**src/rtl/ctt_defines.vh**
```
// Opcode, field and timing constants for the transfer and trap unit
`ifndef CTT_DEFINES_VH
`define CTT_DEFINES_VH

// Opcodes
`define CTT_OP_SOFTWARE_TRAP 16'h3720
`define CTT_OP_BYTE_SIGN_WIDEN 16'h27f8
`define CTT_OP_A_TO_B 16'h3717
`define CTT_OP_A_TO_FLAGS 16'h37fd
`define CTT_OP_B_TO_A 16'h3707
`define CTT_OP_B_TO_EXT_BANK 16'h27fa
`define CTT_OP_B_TO_STACK_BANK 16'h379f
`define CTT_OP_B_TO_X_BANK 16'h379c
`define CTT_OP_B_TO_Y_BANK 16'h379d
`define CTT_OP_B_TO_Z_BANK 16'h379e
`define CTT_OP_D_TO_E 16'h277b
`define CTT_OP_MODULO_MASK_LOAD 16'h372f
`define CTT_OP_WORD_TO_FLAGS 16'h372d
`define CTT_OP_E_TO_D 16'h27fb
`define CTT_OP_PAIR_TO_MAC 16'h27b1
`define CTT_OP_EXT_BANK_TO_B 16'h27bb
`define CTT_OP_HIGH_WORD_TO_MAC 16'h27b2
`define CTT_OP_ROUNDED_MAC_OUT 16'h27b4

// Cycle counts
`define CTT_CYC_TRAP 5'd16
`define CTT_CYC_SHORT 5'd2
`define CTT_CYC_FLAGS 5'd4
`define CTT_CYC_MAC_IN 5'd4
`define CTT_CYC_MAC_OUT 5'd6
`define CTT_CYC_NONE 5'd0

// Trap step numbers, counted from the accepting edge
`define CTT_STEP_PUSH_PC 5'd1
`define CTT_STEP_PUSH_FLAGS 5'd2

// Condition code word bit positions
`define CTT_CC_S 15
`define CTT_CC_MV 14
`define CTT_CC_H 13
`define CTT_CC_EV 12
`define CTT_CC_N 11
`define CTT_CC_Z 10
`define CTT_CC_V 9
`define CTT_CC_C 8
`define CTT_CC_SM 4
`define CTT_CC_PK_HI 3
`define CTT_CC_PK_LO 0

// Arithmetic constants
`define CTT_PC_STEP 20'h00002
`define CTT_ROUND_HALF 36'h000008000
`define CTT_SAT_POS 16'h7fff
`define CTT_SAT_NEG 16'h8000
`define CTT_BYTE_ONES 8'hff
`define CTT_BYTE_ZERO 8'h00
`define CTT_WORD_ZERO 16'h0000
`define CTT_NIB_ZERO 4'h0
`define CTT_BANK_ZERO 4'h0

// Reset values
`define CTT_RST_WORD 16'h0000
`define CTT_RST_MAC 36'h000000000
`define CTT_RST_FLAGS 16'h0000

`endif

```
**src/rtl/ctt_transfer_trap.v**
```verilog
// Transfer, sign widen, MAC move and software trap execution unit
`timescale 1ns/1ps
`include "ctt_defines.vh"
module ctt_transfer_trap (
	input wire I_SYS_CLK,
	input wire I_RESET,
	input wire I_OP_VALID,
	input wire [15:0] I_OP_CODE,
	input wire [15:0] I_TRAP_VECTOR,
	output wire O_OP_READY,
	output reg O_OP_UNKNOWN,
	output reg O_DONE,
	output reg O_PUSH_VALID,
	output reg [19:0] O_PUSH_ADDR,
	output reg [15:0] O_PUSH_DATA,
	output wire [15:0] O_ACC_D,
	output wire [15:0] O_ACC_E,
	output wire [35:0] O_MAC,
	output wire [15:0] O_FLAGS,
	output wire [3:0] O_PK,
	output wire [15:0] O_PC,
	output wire [3:0] O_SK,
	output wire [15:0] O_SP,
	output wire [3:0] O_EK,
	output wire [3:0] O_XK,
	output wire [3:0] O_YK,
	output wire [3:0] O_ZK,
	output wire [7:0] O_X_MODULO_MASK,
	output wire [7:0] O_Y_MODULO_MASK
);

////////////////////////////////////////////////////////////////////////////
localparam ST_IDLE = 2'b01;
localparam ST_EXEC = 2'b10;

reg [1:0] state_q;
reg [15:0] op_q;
reg [4:0] step_q;
reg [4:0] last_q;
reg [7:0] acc_a_q;
reg [7:0] acc_b_q;
reg [15:0] acc_e_q;
reg [35:0] mac_q;
reg [15:0] ccr_q;
reg [15:0] pc_q;
reg [3:0] sk_q;
reg [15:0] sp_q;
reg [3:0] ek_q;
reg [3:0] xk_q;
reg [3:0] yk_q;
reg [3:0] zk_q;
reg [7:0] x_modulo_mask_q;
reg [7:0] y_modulo_mask_q;

// Cycle count per opcode; zero marks an opcode this unit does not own
function [4:0] op_cycles;
	input [15:0] op;
	begin
		case (op)
		`CTT_OP_SOFTWARE_TRAP: op_cycles = `CTT_CYC_TRAP;
		`CTT_OP_A_TO_FLAGS, `CTT_OP_WORD_TO_FLAGS: op_cycles = `CTT_CYC_FLAGS;
		`CTT_OP_PAIR_TO_MAC, `CTT_OP_HIGH_WORD_TO_MAC:
			op_cycles = `CTT_CYC_MAC_IN;
		`CTT_OP_ROUNDED_MAC_OUT: op_cycles = `CTT_CYC_MAC_OUT;
		`CTT_OP_BYTE_SIGN_WIDEN, `CTT_OP_A_TO_B, `CTT_OP_B_TO_A,
		`CTT_OP_B_TO_EXT_BANK, `CTT_OP_B_TO_STACK_BANK, `CTT_OP_B_TO_X_BANK,
		`CTT_OP_B_TO_Y_BANK, `CTT_OP_B_TO_Z_BANK, `CTT_OP_D_TO_E,
		`CTT_OP_MODULO_MASK_LOAD, `CTT_OP_E_TO_D, `CTT_OP_EXT_BANK_TO_B:
			op_cycles = `CTT_CYC_SHORT;
		default: op_cycles = `CTT_CYC_NONE;
		endcase
	end
endfunction

// Flags word with N and Z taken from a 16-bit result
function [15:0] set_nz16;
	input [15:0] flags;
	input [15:0] val;
	reg [15:0] f;
	begin
		f = flags;
		f[`CTT_CC_N] = val[15];
		f[`CTT_CC_Z] = (val == `CTT_WORD_ZERO);
		set_nz16 = f;
	end
endfunction

// Flags word with N and Z from a byte result and V cleared
function [15:0] set_nz8v;
	input [15:0] flags;
	input [7:0] val;
	reg [15:0] f;
	begin
		f = flags;
		f[`CTT_CC_N] = val[7];
		f[`CTT_CC_Z] = (val == `CTT_BYTE_ZERO);
		f[`CTT_CC_V] = 1'b0;
		set_nz8v = f;
	end
endfunction

////////////////////////////////////////////////////////////////////////////
wire [4:0] new_cycles = op_cycles(I_OP_CODE);
wire idle = state_q[0];
wire accept = idle & I_OP_VALID & (new_cycles != `CTT_CYC_NONE);
wire finish = state_q[1] & (step_q == last_q);
wire [15:0] acc_d = {acc_a_q, acc_b_q};
wire [19:0] ret_addr = {ccr_q[`CTT_CC_PK_HI:`CTT_CC_PK_LO], pc_q}
	+ `CTT_PC_STEP;
wire [19:0] stack_addr = {sk_q, sp_q};
wire [19:0] stack_next = stack_addr - `CTT_PC_STEP;
// Round half up into bit 16
wire [35:0] mac_round = mac_q + `CTT_ROUND_HALF;
// Overflow out of the 36-bit accumulator sign
wire round_mv = ~mac_q[35] & mac_round[35];
// Bits 35..31 disagree: value no longer fits 32 bits
wire round_ev = ~((&mac_round[35:31]) | ~(|mac_round[35:31]));
wire round_sat = ccr_q[`CTT_CC_SM] & (round_mv | round_ev);
wire [15:0] sat_val = mac_q[35] ? `CTT_SAT_NEG : `CTT_SAT_POS;
wire [15:0] round_word = round_sat ? sat_val : mac_round[31:16];

assign O_OP_READY = idle;
assign O_ACC_D = acc_d;
assign O_ACC_E = acc_e_q;
assign O_MAC = mac_q;
assign O_FLAGS = ccr_q;
assign O_PK = ccr_q[`CTT_CC_PK_HI:`CTT_CC_PK_LO];
assign O_PC = pc_q;
assign O_SK = sk_q;
assign O_SP = sp_q;
assign O_EK = ek_q;
assign O_XK = xk_q;
assign O_YK = yk_q;
assign O_ZK = zk_q;
assign O_X_MODULO_MASK = x_modulo_mask_q;
assign O_Y_MODULO_MASK = y_modulo_mask_q;

////////////////////////////////////////////////////////////////////////////
always @(posedge I_SYS_CLK or posedge I_RESET) begin
	if (I_RESET) begin
		state_q <= ST_IDLE;
		op_q <= `CTT_RST_WORD;
		step_q <= `CTT_CYC_NONE;
		last_q <= `CTT_CYC_NONE;
		O_OP_UNKNOWN <= 1'b0;
		O_DONE <= 1'b0;
		O_PUSH_VALID <= 1'b0;
		O_PUSH_ADDR <= {`CTT_BANK_ZERO, `CTT_RST_WORD};
		O_PUSH_DATA <= `CTT_RST_WORD;
		acc_a_q <= `CTT_BYTE_ZERO;
		acc_b_q <= `CTT_BYTE_ZERO;
		acc_e_q <= `CTT_RST_WORD;
		mac_q <= `CTT_RST_MAC;
		ccr_q <= `CTT_RST_FLAGS;
		pc_q <= `CTT_RST_WORD;
		sk_q <= `CTT_BANK_ZERO;
		sp_q <= `CTT_RST_WORD;
		ek_q <= `CTT_BANK_ZERO;
		xk_q <= `CTT_BANK_ZERO;
		yk_q <= `CTT_BANK_ZERO;
		zk_q <= `CTT_BANK_ZERO;
		x_modulo_mask_q <= `CTT_BYTE_ZERO;
		y_modulo_mask_q <= `CTT_BYTE_ZERO;
	end else begin
		O_OP_UNKNOWN <= idle & I_OP_VALID & (new_cycles == `CTT_CYC_NONE);
		O_DONE <= finish;
		O_PUSH_VALID <= 1'b0;
		case (state_q)
		ST_IDLE: begin
			if (accept) begin
				state_q <= ST_EXEC;
				op_q <= I_OP_CODE;
				step_q <= 5'd1;
				last_q <= new_cycles - 5'd1;
				if (I_OP_CODE == `CTT_OP_SOFTWARE_TRAP) begin
					ccr_q[`CTT_CC_PK_HI:`CTT_CC_PK_LO] <= ret_addr[19:16];
					pc_q <= ret_addr[15:0];
				end
			end
		end
		ST_EXEC: begin
			step_q <= step_q + 5'd1;
			if (op_q == `CTT_OP_SOFTWARE_TRAP) begin
				if (step_q == `CTT_STEP_PUSH_PC) begin
					O_PUSH_VALID <= 1'b1;
					O_PUSH_ADDR <= stack_addr;
					O_PUSH_DATA <= pc_q;
					{sk_q, sp_q} <= stack_next;
				end
				if (step_q == `CTT_STEP_PUSH_FLAGS) begin
					O_PUSH_VALID <= 1'b1;
					O_PUSH_ADDR <= stack_addr;
					O_PUSH_DATA <= ccr_q;
					{sk_q, sp_q} <= stack_next;
				end
			end
			if (finish) begin
				state_q <= ST_IDLE;
				case (op_q)
				`CTT_OP_SOFTWARE_TRAP: begin
					ccr_q[`CTT_CC_PK_HI:`CTT_CC_PK_LO] <= `CTT_BANK_ZERO;
					pc_q <= I_TRAP_VECTOR;
				end
				`CTT_OP_BYTE_SIGN_WIDEN: begin
					acc_a_q <= acc_b_q[7] ? `CTT_BYTE_ONES : `CTT_BYTE_ZERO;
					ccr_q <= set_nz16(ccr_q, {{8{acc_b_q[7]}}, acc_b_q});
				end
				`CTT_OP_MODULO_MASK_LOAD: begin
					x_modulo_mask_q <= acc_d[15:8];
					y_modulo_mask_q <= acc_d[7:0];
				end
				`CTT_OP_PAIR_TO_MAC: begin
					mac_q <= {{4{acc_e_q[15]}}, acc_e_q, acc_d};
					ccr_q[`CTT_CC_MV] <= 1'b0;
					ccr_q[`CTT_CC_EV] <= 1'b0;
				end
				`CTT_OP_HIGH_WORD_TO_MAC: begin
					mac_q <= {{4{acc_e_q[15]}}, acc_e_q, `CTT_WORD_ZERO};
					ccr_q[`CTT_CC_MV] <= 1'b0;
					ccr_q[`CTT_CC_EV] <= 1'b0;
				end
				`CTT_OP_ROUNDED_MAC_OUT: begin
					acc_e_q <= round_word;
					ccr_q <= set_nz16({ccr_q[15] , round_mv, ccr_q[13],
						round_ev, ccr_q[11:0]}, round_word);
				end
				`CTT_OP_A_TO_B: begin
					acc_b_q <= acc_a_q;
					ccr_q <= set_nz8v(ccr_q, acc_a_q);
				end
				`CTT_OP_B_TO_A: begin
					acc_a_q <= acc_b_q;
					ccr_q <= set_nz8v(ccr_q, acc_b_q);
				end
				`CTT_OP_D_TO_E: begin
					acc_e_q <= acc_d;
					ccr_q <= set_nz8v(ccr_q, acc_d[15:8]);
					ccr_q[`CTT_CC_N] <= acc_d[15];
					ccr_q[`CTT_CC_Z] <= (acc_d == `CTT_WORD_ZERO);
				end
				`CTT_OP_E_TO_D: begin
					{acc_a_q, acc_b_q} <= acc_e_q;
					ccr_q <= set_nz8v(ccr_q, acc_e_q[15:8]);
					ccr_q[`CTT_CC_N] <= acc_e_q[15];
					ccr_q[`CTT_CC_Z] <= (acc_e_q == `CTT_WORD_ZERO);
				end
				`CTT_OP_A_TO_FLAGS: ccr_q[15:8] <= acc_a_q;
				`CTT_OP_WORD_TO_FLAGS:
					ccr_q[15:4] <= acc_d[15:4];
				`CTT_OP_B_TO_EXT_BANK: ek_q <= acc_b_q[3:0];
				`CTT_OP_B_TO_STACK_BANK: sk_q <= acc_b_q[3:0];
				`CTT_OP_B_TO_X_BANK: xk_q <= acc_b_q[3:0];
				`CTT_OP_B_TO_Y_BANK: yk_q <= acc_b_q[3:0];
				`CTT_OP_B_TO_Z_BANK: zk_q <= acc_b_q[3:0];
				`CTT_OP_EXT_BANK_TO_B: acc_b_q <= {`CTT_NIB_ZERO, ek_q};
				default: state_q <= ST_IDLE;
				endcase
			end
		end
		default: state_q <= ST_IDLE;
		endcase
	end
end

endmodule // ctt_transfer_trap

```
**config.mk**
```make
export PLATFORM = sky130hd
export DESIGN_NAME = ctt_transfer_trap
export DESIGN_NICKNAME = d
export VERILOG_FILES = /design/src/rtl/ctt_transfer_trap.v
export VERILOG_INCLUDE_DIRS = /design/src /design/src/rtl
export SDC_FILE = /design/constraint.sdc
export NUM_CORES = 1
export LEC_CHECK = 0
export ABC_AREA = 1
export ABC_CLOCK_PERIOD_IN_PS = 6700
export BUFFER_PORTS_ARGS = -buffer_cell sky130_fd_sc_hd__buf_2
export CAP_MARGIN = 5
export CORE_MARGIN = 1.5
export CORE_UTILIZATION = 57
export CTS_BUF_LIST = sky130_fd_sc_hd__clkbuf_2 sky130_fd_sc_hd__clkbuf_4 sky130_fd_sc_hd__clkbuf_8
export CTS_CLUSTER_DIAMETER = 100
export DETAILED_ROUTE_END_ITERATION = 12
export GPL_TIMING_DRIVEN = 0
export PLACE_DENSITY = 0.91
export REMOVE_ABC_BUFFERS = 1
export SETUP_SLACK_MARGIN = 0.02
export SLEW_MARGIN = 15
export SYNTH_ARGS = -nofsm -noshare
export SYNTH_HDL_FRONTEND = slang
export SYNTH_SLANG_ARGS = --single-unit
```
**constraint.sdc**
```tcl
create_clock -name I_SYS_CLK -period 6.7 [get_ports I_SYS_CLK]
set_input_delay 0.335 -clock I_SYS_CLK [delete_from_list [all_inputs] [get_ports I_SYS_CLK]]
set_output_delay 0.335 -clock I_SYS_CLK [all_outputs]
set_load 0.02 [all_outputs]
```
[Word level (Yosys, flattened, before mapping)]
Index checks and enable logic that the tools add are counted.
Word-level totals
  input bits: 35
  word-level logic and storage cells: 180
  flip-flop bits (word level): 219
  output and inout bits: 196
Cells by class
  add/subtract/negate cells: 5
  equal/unequal tests: 45
  reduce and logical (&&, ||, !) cells: 43
  mux-type cells: 41
  bitwise gates (word level): 17
Operators with widths (number)
  $eq 16x14->1 const B: 36
  $mux 16: 10
  $pmux 36 s2: 1
  $logic_not 16->1: 4
  $pmux 16 s2: 2
  $pmux 8 s3: 2
  $reduce_and 3->1: 14
  $mux 20: 2
  $add 36x16->36 const B: 1
  $mux 4: 9
  $pmux 4 s7: 1
  $add 20x2->20 const B: 1
  $pmux 5 s4: 1
  $sub 20x2->20 const B: 1
  $logic_not 8->1: 2
  $reduce_and 5->1: 3
  $reduce_or 12->1: 1
  $pmux 5 s2: 1
  $reduce_bool 5->1: 2
  $not 1->1: 9
  $reduce_and 9->1: 1
  $reduce_bool 3->1: 3
  $mux 8: 1
  $ne 2x2->1 const B: 4
  other kinds (22): 39

[Longest topological paths before layout]
Gate-level depths: netlist of run 1.
  depth after elaboration: 10
  gate-level depth with buffers: 19
  mapped depth without buffers: 19

[Least setup slack after synthesis of run 1]
Ideal clock, no wire load.
  path kind: input-to-reg
  start point: in I_OP_CODE[15]
  end point: reg ccr_q[1], in the netlist O_FLAGS[1]
  stages on the path: 19
  setup time: 120 ps
  buffers on the path: 1
  data arrival time: 2755 ps
  path slack: 3825 ps
  required time: 6580 ps
  path through: nor2_1 -> inv_1 -> nor4_1 -> nand4_1 -> o21ai_0 -> a21oi_1 -> ha_1 -> ha_1 -> inv_1 -> nand3_1 -> nor2_1 -> inv_2 -> nor2_4 -> o21ai_4 -> buf_2 -> nor2_2 -> nand4_1 -> nand2_1 -> nor2_1
Between the ends
  word-level cells in the longest chain between the ends: 7
  elaborated cells between the ends (all ways): 26
  those cells by class: 20 x eq/ne; 1 x mux; 1 x bitwise; 4 x reduce/logical
Ends and longest elaborated chain
  start, declared: line ctt_transfer_trap.v:8  | input wire [15:0] I_OP_CODE,
  $eq 16x14->1: line ctt_transfer_trap.v:59  | case (op)
  $reduce_or 12->1 or $reduce_or 4->1 (tied branches)
  $pmux 5 s4: line ctt_transfer_trap.v:59
  $reduce_bool 5->1 (no source line)
  $and 1x1->1: line ctt_transfer_trap.v:105  | wire accept = idle & I_OP_VALID & (new_cycles != `CTT_CYC_NONE);
  $ne 2x2->1 (no source line)
  $reduce_and 5->1 (no source line) (*)
  end signal, assigned: line ctt_transfer_trap.v:154  | ccr_q <= `CTT_RST_FLAGS;
  end signal, assigned by index: line ctt_transfer_trap.v:176  | ccr_q[`CTT_CC_PK_HI:`CTT_CC_PK_LO] <= ret_addr[19:16];
  end signal, assigned by index: line ctt_transfer_trap.v:201  | ccr_q[`CTT_CC_PK_HI:`CTT_CC_PK_LO] <= `CTT_BANK_ZERO;
  end, declared: line ctt_transfer_trap.v:44  | reg [15:0] ccr_q;
Mark *: on every way between the ends. The rest lies on a longest branch, timed or not.
A chain may end at the register's enable or synchronous reset.

[Worst setup path after layout of run 1]
  start point: in I_OP_CODE[15]
  end point: reg pc_q[5], in the netlist O_PC[5]
Between the ends
  word-level cells in the longest chain between the ends: 7
  elaborated cells between the ends (all ways): 26
  those cells by class: 20 x eq/ne; 1 x mux; 1 x bitwise; 4 x reduce/logical
Ends and longest elaborated chain
  $eq 16x14->1: line ctt_transfer_trap.v:59
  $reduce_or 12->1 or $reduce_or 4->1 (tied branches)
  $pmux 5 s4: line ctt_transfer_trap.v:59
  $reduce_bool 5->1 (no source line)
  $and 1x1->1: line ctt_transfer_trap.v:105
  $ne 2x2->1 (no source line)
  $reduce_and 5->1 (no source line) (*)
  end signal, assigned: line ctt_transfer_trap.v:155  | pc_q <= `CTT_RST_WORD;
  end signal, assigned: line ctt_transfer_trap.v:177  | pc_q <= ret_addr[15:0];
  end, declared: line ctt_transfer_trap.v:45  | reg [15:0] pc_q;
Marked as above.

==> metrics.csv, run 1 <==
stage,metric,value,unit
synth,"top cells by count, synth","nand2_1 (299), dfrtp_1 (212), o21ai_0 (140)",
synth,Cell variety after synth,56,
synth,Yosys top cell by area,dfrtp_1,
placement,input/output buffers,228,
min_path,Hold Path Stages,3,
timing,RSZ-0062 raised after global routing,false,
clocking,clock transition at the registers of the reported paths,60,ps
detailed_routing,met2 WL,15000,um
detailed_routing,Met1 Routed Length,12600,um
layout,Final Instance Count excl. Fillers,1839,
synth,XOR/XNOR share of the synthesized area,2.21,%
global_route,Total Routing Usage GR,31.7,%
setup_path,worst reg-to-reg setup slack,3500,ps
min_path,Hold Crit Class,input port to register,
global_route,largest net degree at the start of global routing,93,
setup_path,CP endpoint kind,register,
timing,period utilisation layout,53.7,%
placement,Post-DP Area,0.0124,mm2
detailed_routing,routed wire length per instance,17.5,um
synth,largest family of logic cells by synthesized area,simple AND/OR/NAND/NOR gates,
layout,Reg area,0.00533,mm2
synth,"Seq/Total Area, Yosys",48.1,%
clocking,Clock H-tree levels,2,
clocking,Skew-Pair Late Insertion Delay,530,ps
layout,Final Net Count,1595,
detailed_routing,DRT Pass-1 Iters,6,
synth,post-synth design cell area,0.0111,mm2
layout,layout cells sized above 1,25.0,%
synth,Simple-Gate Fraction of Synth Area,25.3,%
detailed_routing,Highest Signal Layer,met4,
floorplanning,Die H,142,um
layout,ANT cells,0,
setup_path,CP Class,input port to register,
timing,Worst Tran Pin Value,912,ps
clocking,postcts setup bufs,0,
placement,post-detail-place hpwl,23200,um
setup_path,Critical Path AT,4060,ps
clocking,total clock buffers created by CTS,37,
detailed_routing,Via density,5.82,
detailed_routing,Iteration-0 DRC Markers,1091,
layout,Area Growth Syn to Fin,19.1,%
global_route,first-pass GRT wire length,51000,um
floorplanning,total core area,0.0189,mm2
setup_path,Worst Setup Start Kind,input port,
timing,relative slew slack,39.2,%
synth,"FF+latch count, synth",213,
synth,Synth Area in Compound Gates,14.9,%
placement,# placed instances,1770,
floorplanning,die footprint,0.0203,mm2
synth,Post-synth EDFFs,0,
timing,Fin Clk Skew,22.6,ps
synth,Synth Area in Adders,1.02,%
setup_path,Max Fanout on Critical Path,15,
detailed_routing,WL met3,3280,um
setup_path,r2r endpoint,O_Y_MODULO_MASK[3],
detailed_routing,total length of routed wires,32300,um
clocking,CTS sink count,213,
synth,Syn Inst Count,1324,
setup_path,Worst EP required,7160,ps
timing,final setup violation count,0,
clocking,Clock Tree Root,clkbuf_8,
run,Max-Cap Viols,0,
detailed_routing,antenna-violating nets left,0,
floorplanning,die width,142,um
synth,Area contributors post-synth,"dfrtp_1 (48%), nand2_1 (10%), o21ai_0 (6.3%)",
synth,"Avg Cell Area, Syn",8.37,um2
power,Final Total Pwr,2.60,mW
layout,filler instances,1461,
timing,hold slack,24.9,ps
synth,YS warnings,0,
clocking,CTS tree,yes,
timing,final hold violation count,0,
placement,Place WS,2640,ps
power,Pleak,6.85,nW
setup_path,Worst R2R Start,state_q[1],
detailed_routing,vias,10700,
clocking,CTS Buffer Depth,3,
synth,top-count cell post-synth,nand2_1,
setup_path,r2r worst-path depth,8,
detailed_routing,DRC viols,0,
power,Peak supply drop,138,uV
power,Power Density,197,mW/mm2
floorplanning,Initial Util,58.7,%
layout,area taken by multi-input logic gates,0.00493,mm2
timing,worst setup margin,3100,ps
clocking,cts repair resizes,0,
synth,share of synthesized registers carrying an async set or reset,100,%
placement,placer congestion estimate,0.984,
timing,"Slew Viols, Final",0,
floorplanning,# IOs,231,
setup_path,Worst Setup SP,I_OP_CODE[15],
synth,Most used DFF post-synth,dfrtp_1,
global_route,initial antenna violation count,0,
timing,Max Clk Rate,0.278,GHz
min_path,WHS Endpoint,op_q[15],
synth,share of the synthesized area in the top cell type,47.9,%
min_path,critical hold path startpoint,I_OP_CODE[15],
floorplanning,FP Rows,50,
timing,Tmin final,3600,ps
layout,design area,0.0132,mm2
synth,proportion of synthesized area in mux cells,0.824,%
global_route,vias in the first global route,10100,
global_route,global route total overflow,0,
outcome,status,"complete, no violations",
[power breakdown]
part           leakage (nW)  switching, mW  internal (mW)
clock                 0.420          0.526          0.719
sequential             2.87        0.00237           1.29
combinational          3.56         0.0452         0.0160
[layout by cell type, fill, tap and decap left out, drive strengths merged, types with 2 or more instances in the layout]
master    Yosys  routed
o21a          5       5
a211oi        4       4
o22ai         8       8
o221ai        3       3
mux2i         8       8
o31ai        19      19
a31oi        10      10
clkinvlp      0       2
o211ai       21      21
nand3        62      62
o21ai       158     158
clkbuf       21      63
xnor2         5       5
xor2         23      23
a221oi       10      10
nand4        32      32
inv         144     144
nand2       310     310
a21oi        40      40
conb          1       2
o311ai        2       2
clkinv        2       4
nor3         31      31
buf          28     235
dfrtp       212     212
nor4         16      16
ha            9       9
nor2        132     132
or2           4       4
[through the flow]
step / TNS (ps) / utilization [%]
4_1_cts: 0 / 69.8
2_1_floorplan: 0 / -
3_3_place_gp: -331260 / 64.9
6_report: 0 / 69.9
5_1_grt: 0 / 69.9
3_5_place_dp: 0 / 65.5
[worst max path at each step]
stage | end | slack [ps]
CTS | O_X_MODULO_MASK[5] | 3030
floorplan | O_ACC_E[0] | 540
finish | O_PC[5] | 3100
detailed placement | O_PC[3] | 2640
global route | O_PC[5] | 2650
global placement | O_X_MODULO_MASK[4] | -1590
[worst max-delay path: stages]
cell	delay [ps]
buf_2	100
nor2_1	180
inv_1	60
nor4_1	360
nand4_1	160
o21ai_0	200
a21oi_1	80
ha_1	220
ha_1	210
inv_1	70
nand3_1	110
nor2_2	380
inv_2	230
nor2_4	390
o21ai_4	230
nor2_4	320
inv_2	140
nand2_1	80
o21ai_0	90
nand2_1	90
[metal layers]
metal,track usage (%),vias to the layer above
met5,0,-
met4,15.1,0
met3,8.14,121
met2,50.6,657
met1,40.5,5028
li1,-,4904
[state kept, by name, indices dropped and copies added (netlist names), 2 cells and up]
name and flops:
O_SP 15, O_PUSH_ADDR 19, O_MAC 32, acc_b_q 8
O_Y_MODULO_MASK 8, O_SK 4, op_q 16, O_PUSH_DATA 16
O_ZK 4, last_q 5, O_XK 4, O_YK 4
O_PC 16, O_ACC_E 16, O_X_MODULO_MASK 8, step_q 5
O_EK 4, state_q 2, O_FLAGS 16, acc_a_q 8
[kinds of logic after synthesis]
family | count (synthesis)
simple gates | 587
compound gates | 282
flops | 213
buf+inv | 195
xor+xnor | 28
fa+ha+maj | 9
mux | 9
other cells | 1
[what timing repair did]
| item | CTS | global route |
|---|---|---|
| hold buffers | 1 | 0 |
| setup endpoints to repair | 0 | 0 |
| hold endpoints to repair | 42 | 0 |
[area by class of cell]
class / instances / share of cell area [%]
Clock inverter: 4 / 0.190
Timing Repair Buffer: 236 / 9.62
Clock buffer: 63 / 5.81
Sequential cell: 213 / 40.4
Tap cell: 260 / 2.46
Multi-Input combinational cell: 917 / 37.3
Inverter: 146 / 4.22
Power figures use the tool's default switching activity.
==> inputs of run 2 (changes only) <==
Settings changed: ABC_CLOCK_PERIOD_IN_PS 6700 to 3700.
Clock period 6.7 ns to 3.7 ns, I/O delays scaled along.
==> run 2 against run 1 <==
Effect of this change:
- clock-buffer cell count did not move
- combinational power increased by 130%
- register-to-register slack got worse by 3100 ps
- die area unchanged
==> metrics.csv, run 2 (synthesized netlist as in run 1, its figures left out) <==
stage,metric,value,unit,change
detailed_routing,DRC viols,0,,unchanged
global_route,first-pass GRT wire length,52100,um,+2.3%
global_route,largest net degree at the start of global routing,93,,unchanged
timing,final hold violation count,0,,unchanged
layout,max reg flops,32,,unchanged
detailed_routing,DRT Pass-1 Iters,7,,+1
layout,"commonest non-fill, non-tap cell in the layout",nand2_1,,
timing,relative slew slack,38.8,%,-0.33 points
power,Power Density,350,mW/mm2,+78%
global_route,initial antenna violation count,0,,unchanged
clocking,total clock buffers created by CTS,37,,unchanged
floorplanning,Die H,142,um,unchanged
floorplanning,# IOs,231,,unchanged
setup_path,Max Fanout on Critical Path,18,,+3
placement,post-detail-place hpwl,23200,um,unchanged
setup_path,Worst EP required,4100,ps,-3060 ps
layout,"commonest cells after routing, fill and taps aside","nand2_1 (299), buf_2 (228), dfrtp_1 (212)",,
outcome,status,"complete, no violations",,
clocking,clock transition at the registers of the reported paths,60,ps,about the same
detailed_routing,vias,10900,,+1.9%
setup_path,Worst Setup Start Kind,register,,
layout,ANT cells,0,,unchanged
timing,final setup violation count,0,,unchanged
floorplanning,FP Rows,50,,unchanged
clocking,CTS Buffer Depth,3,,unchanged
power,Peak supply drop,251,uV,+82%
floorplanning,die footprint,0.0203,mm2,unchanged
detailed_routing,antenna-violating nets left,0,,unchanged
power,Pleak,6.98,nW,+2.0%
placement,placer congestion estimate,0.984,,unchanged
floorplanning,total core area,0.0189,mm2,unchanged
setup_path,CP endpoint kind,register,,
timing,Fin Clk Skew,21.7,ps,-0.920 ps
clocking,CTS tree,yes,,
timing,Max Clk Rate,0.305,GHz,
timing,Tmin final,3280,ps,
floorplanning,die width,142,um,unchanged
setup_path,Critical Path AT,3680,ps,-380 ps
layout,Util after Layout,71.6,%,+1.7 points
detailed_routing,Iteration-0 DRC Markers,1099,,+0.73%
timing,Worst Tran Pin Value,917,ps,+4.90 ps
min_path,Hold Crit Class,input port to register,,
global_route,global route total overflow,0,,unchanged
placement,input/output buffers,228,,unchanged
run,Max-Cap Viols,0,,unchanged
detailed_routing,total length of routed wires,33100,um,+2.5%
timing,RSZ-0062 raised after global routing,false,,
detailed_routing,routed wire length per instance,17.7,um,+0.77%
layout,layout cells sized above 1,24.6,%,-0.43 points
clocking,Clock H-tree levels,2,,unchanged
timing,"Slew Viols, Final",0,,unchanged
layout,Final Net Count,1627,,+2.0%
global_route,Total Routing Usage GR,32.4,%,+0.72 points
layout,filler instances,1412,,-3.4%
timing,period utilisation layout,88.5,%,
clocking,Skew-Pair Late Insertion Delay,540,ps,about the same
setup_path,worst reg-to-reg setup slack,420,ps,-3080 ps
timing,setup_tns,0,ps,unchanged
global_route,vias in the first global route,10400,,+2.5%
setup_path,CP Class,register to register,,
clocking,CTS sink count,213,,unchanged
detailed_routing,Via density,5.83,,+0.19%
floorplanning,Initial Util,58.7,%,unchanged
layout,Area Growth Syn to Fin,22.1,%,
clocking,Clock Tree Root,clkbuf_8,,
[run 2: worst paths after layout]
path	startpoint	endpoint	cells after the start
setup / recovery	state_q[1]	O_Y_MODULO_MASK[3]	8
hold / removal	I_TRAP_VECTOR[7]	O_PC[7]	3
setup reg to reg	state_q[1]	O_Y_MODULO_MASK[3]	8
hold reg to reg	O_PUSH_ADDR[8]	O_PUSH_ADDR[8]	2
max in group asynchronous	I_RESET	O_FLAGS[10]	5
min in group asynchronous	I_RESET	O_PUSH_ADDR[6]	3
[run 2: timing repair]
item                                    4_1_cts  5_1_grt
hold buffers                                 32        0
endpoints found under the setup margin        0       17
resized for setup                             0        1
setup buffers                                 0        1
endpoints found under the hold margin        74        0
[run 2: cell type report]
cell class                      instances  area, um2  share of cell area [%]
Clock buffer                           63        767                    5.67
Clock inverter                          4       25.0                   0.185
Inverter                              146        557                    4.12
Multi-Input combinational cell        917       4930                    36.5
Sequential cell                       213       5330                    39.4
Tap cell                              260        325                    2.40
Timing Repair Buffer                  268       1590                    11.7
[run 2: routing by layer]
metal | GRT usage (%) | vias up | part of all wire, %
met5 | 0 | - | 0
met4 | 15.8 | 0 | 4.2
met3 | 7.71 | 141 | 10
met2 | 52.2 | 676 | 47
met1 | 41.3 | 5139 | 39
li1 | - | 4961 | -
[run 2: metrics by stage]
stage	setup slack, ps	hold WS [ps]	power [mW]	cells	instance area [um2]
final	424	21.2	4.73	1871	13500
after detailed placement	-213	196	2.49	1770	12400
after floorplan	-2310	302	2.44	1276	10800
after global routing	156	23.6	4.88	1871	13500
after CTS	25.8	5.31	4.76	1869	13500
after global placement	-4440	403	2.48	1764	12300
[run 2: worst max-delay path, cell delays in order (launching register included)]
cell,delay (ps)
dfrtp_1,380
inv_1,90
nor2_2,640
inv_2,320
nor2_4,500
nand4_1,640
buf_8,380
nand2_1,80
o21ai_0,90
[run 2: power breakdown]
group	switching (mW)	internal (mW)	total (mW)
logic	0.0875	0.0503	0.138
registers	0.00427	2.33	2.34
clock network	0.954	1.30	2.26
==> inputs of run 3 (changes only) <==
Settings changed: BUFFER_PORTS_ARGS -buffer_cell sky130_fd_sc_hd__buf_2 to -buffer_cell sky130_fd_sc_hd__clkbuf_2.
==> run 3 against run 2 <==
Effect of this change:
- combinational power fell by 3%
- critical path depth is 1 lower
- die area is the same
==> metrics.csv, run 3 (synthesized netlist as in run 1, its figures left out) <==
stage,metric,value,unit,change
setup_path,cells along the critical path,inv_1 -> nor2_2 -> inv_2 -> nor2_4 -> inv_2 -> a21oi_2 -> o21ai_0,,
detailed_routing,antenna-violating nets left,0,,unchanged
floorplanning,Die H,142,um,unchanged
placement,placer congestion estimate,0.979,,-0.54%
setup_path,Crit-path slowest cell,a21oi_2,,
layout,Final Net Count,1625,,-0.12%
global_route,vias in the first global route,10300,,-0.39%
setup_path,Worst path depth,7,,-1
power,Int Power,3.46,mW,-6.1%
global_route,largest net degree at the start of global routing,109,,+17%
clocking,Clock H-tree levels,2,,unchanged
setup_path,CP endpoint kind,register,,
setup_path,Worst Setup SP,state_q[1],,
setup_path,r2r endpoint,O_ACC_E[13],,
global_route,global route total overflow,0,,unchanged
timing,Worst Tran Pin Value,1020,ps,+99.3 ps
floorplanning,die footprint,0.0203,mm2,unchanged
detailed_routing,Met1 Routed Length,13100,um,+1.8%
global_route,first-pass GRT wire length,52600,um,+0.79%
detailed_routing,total length of routed wires,33000,um,-0.34%
timing,final hold violation count,0,,unchanged
setup_path,worst path bufs/invs,3,,unchanged
detailed_routing,routed wire length per instance,17.7,um,+0.24%
layout,max reg flops,32,,unchanged
layout,"commonest non-fill, non-tap cell in the layout",nand2_1,,
detailed_routing,vias,10800,,-1.2%
layout,Area Growth Syn to Fin,20.6,%,
clocking,Clock Tree Root,clkbuf_8,,
setup_path,CP Class,register to register,,
placement,Place WS,-247,ps,-33.9 ps
setup_path,Worst EP required,4030,ps,-70 ps
timing,RSZ-0062 raised after global routing,false,,
detailed_routing,Iteration-0 DRC Markers,955,,-13%
timing,relative slew slack,32.2,%,-6.6 points
layout,"commonest cells after routing, fill and taps aside","nand2_1 (299), clkbuf_2 (228), dfrtp_1 (212)",,
setup_path,Critical Path AT,3710,ps,+30 ps
setup_path,CP max stage delay,780,ps,+140 ps
min_path,Hold Crit Class,input port to register,,
power,Sw Pwr,1.01,mW,-3.3%
clocking,total clock buffers created by CTS,36,,-2.7%
placement,post-detail-place hpwl,22800,um,-1.9%
floorplanning,die width,142,um,unchanged
setup_path,Worst R2R Start,state_q[1],,
detailed_routing,DRC viols,0,,unchanged
power,Pleak,6.75,nW,-3.4%
power,Power Density,335,mW/mm2,-4.3%
layout,filler instances,1417,,+0.35%
setup_path,worst reg-to-reg setup slack,320,ps,-100 ps
timing,worst setup margin,322,ps,-103 ps
power,Combinational Power Share,3.0,%,about the same
power,Sw Ratio,22.6,%,+0.50 points
setup_path,Max Fanout on Critical Path,18,,unchanged
global_route,initial antenna violation count,1,,+1
run,Max-Cap Viols,0,,unchanged
detailed_routing,WL met3,3250,um,-2.3%
detailed_routing,Via density,5.80,,-0.58%
power,Peak supply drop,239,uV,-4.7%
detailed_routing,met2 WL,15300,um,-1.3%
timing,final setup violation count,0,,unchanged
timing,"Slew Viols, Final",0,,unchanged
timing,hold slack,11.8,ps,-9.48 ps
setup_path,most frequent cell on the critical path,inv_2,,
setup_path,Worst path top cell family by delay,simple AND/OR/NAND/NOR gates,,
setup_path,Worst Setup Start Kind,register,,
floorplanning,total core area,0.0189,mm2,unchanged
global_route,Total Routing Usage GR,32.8,%,+0.35 points
floorplanning,Initial Util,58.7,%,unchanged
setup_path,r2r worst-path depth,7,,-1
clocking,CTS sink count,213,,unchanged
timing,Tmin final,3380,ps,+103 ps
clocking,CTS tree,yes,,
timing,Max Clk Rate,0.296,GHz,-3.0%
layout,layout cells sized above 1,24.0,%,-0.57 points
timing,period utilisation layout,91.3,%,+2.8 points
outcome,status,"complete, no violations",,
detailed_routing,DRT Pass-1 Iters,7,,unchanged
timing,Fin Clk Skew,16.3,ps,-5.33 ps
clocking,CTS Buffer Depth,3,,unchanged
floorplanning,# IOs,231,,unchanged
placement,input/output buffers,228,,unchanged
power,part of the power in registers,52.2,%,+2.8 points
power,clock share of power,44.8,%,-2.9 points
setup_path,Worst Setup EP,O_ACC_E[13],,
floorplanning,FP Rows,50,,unchanged
clocking,Skew-Pair Late Insertion Delay,520,ps,-20 ps
min_path,critical hold path startpoint,I_TRAP_VECTOR[7],,
detailed_routing,Highest Signal Layer,met4,,
clocking,clock transition at the registers of the reported paths,60,ps,about the same
-- run 3: cell count changes in the layout (fill, tap and decap cells not counted), sizes merged --
cell and delta:
buf -229, clkinv +5, clkbuf +214, clkinvlp -2, diode +1
-- run 3: worst min path at each step --
stage,to,cells after the start
after floorplan,op_q[14],2
after CTS,O_PC[7],3
final,O_PC[7],3
after detailed placement,O_PUSH_ADDR[8],2
after global routing,O_PC[14],3
after global placement,O_OP_UNKNOWN,3
-- run 3: worst reg2reg max path, cell delays in order, from the launching register on --
cell     delay [ps]
dfrtp_1         390
inv_1           100
nor2_2          650
inv_2           340
nor2_4          490
inv_2           220
a21oi_2         780
o21ai_0         240
-- run 3: power groups by stage --
stage / clock network (mW) / logic [mW] / registers, mW
6_report: 2.00 / 0.134 / 2.34
3_3_place_gp: 0 / 0.102 / 2.38
2_1_floorplan: 0 / 0.0572 / 2.38
4_1_cts: 2.02 / 0.135 / 2.34
5_1_grt: 2.13 / 0.151 / 2.34
3_5_place_dp: 0 / 0.108 / 2.38
-- run 3: stage by stage --
step | instance area, um2 | total power [mW] | utilization (%) | setup TNS (ps) | std cells
floorplan | 10800 | 2.44 | - | -489540 | 1276
global placement | 12300 | 2.48 | 64.9 | -980510 | 1764
detailed placement | 12400 | 2.49 | 65.4 | -1920 | 1769
CTS | 13300 | 4.50 | 70.6 | 0 | 1857
global route | 13400 | 4.62 | 70.8 | 0 | 1860
finish | 13400 | 4.48 | 70.8 | 0 | 1860
-- run 3: layer usage --
| layer | up-vias | GRT usage (%) |
|---|---|---|
| li1 | 4946 | - |
| met1 | 5098 | 42.3 |
| met2 | 621 | 52.5 |
| met3 | 125 | 7.44 |
| met4 | 0 | 15.7 |
| met5 | - | 0 |
-- run 3: cell type report --
| class | instances | area, um2 | area share [%] |
|---|---|---|---|
| Inverter | 146 | 557 | 4.16 |
| Clock buffer | 49 | 624 | 4.67 |
| Timing Repair Buffer | 267 | 1560 | 11.7 |
| Sequential cell | 213 | 5330 | 39.9 |
| Tap cell | 260 | 325 | 2.43 |
| Clock inverter | 7 | 35.0 | 0.262 |
| Antenna cell | 1 | 2.50 | 0.0187 |
| Multi-Input combinational cell | 917 | 4930 | 36.9 |
-- run 3: what timing repair did --
item,4_1_cts,5_1_grt
hold endpoints to repair,135,0
resized for setup,1,1
hold buffers,32,0
setup endpoints to repair,1,17
cloned,0,0
pin swaps,0,1
buffers inserted,0,1
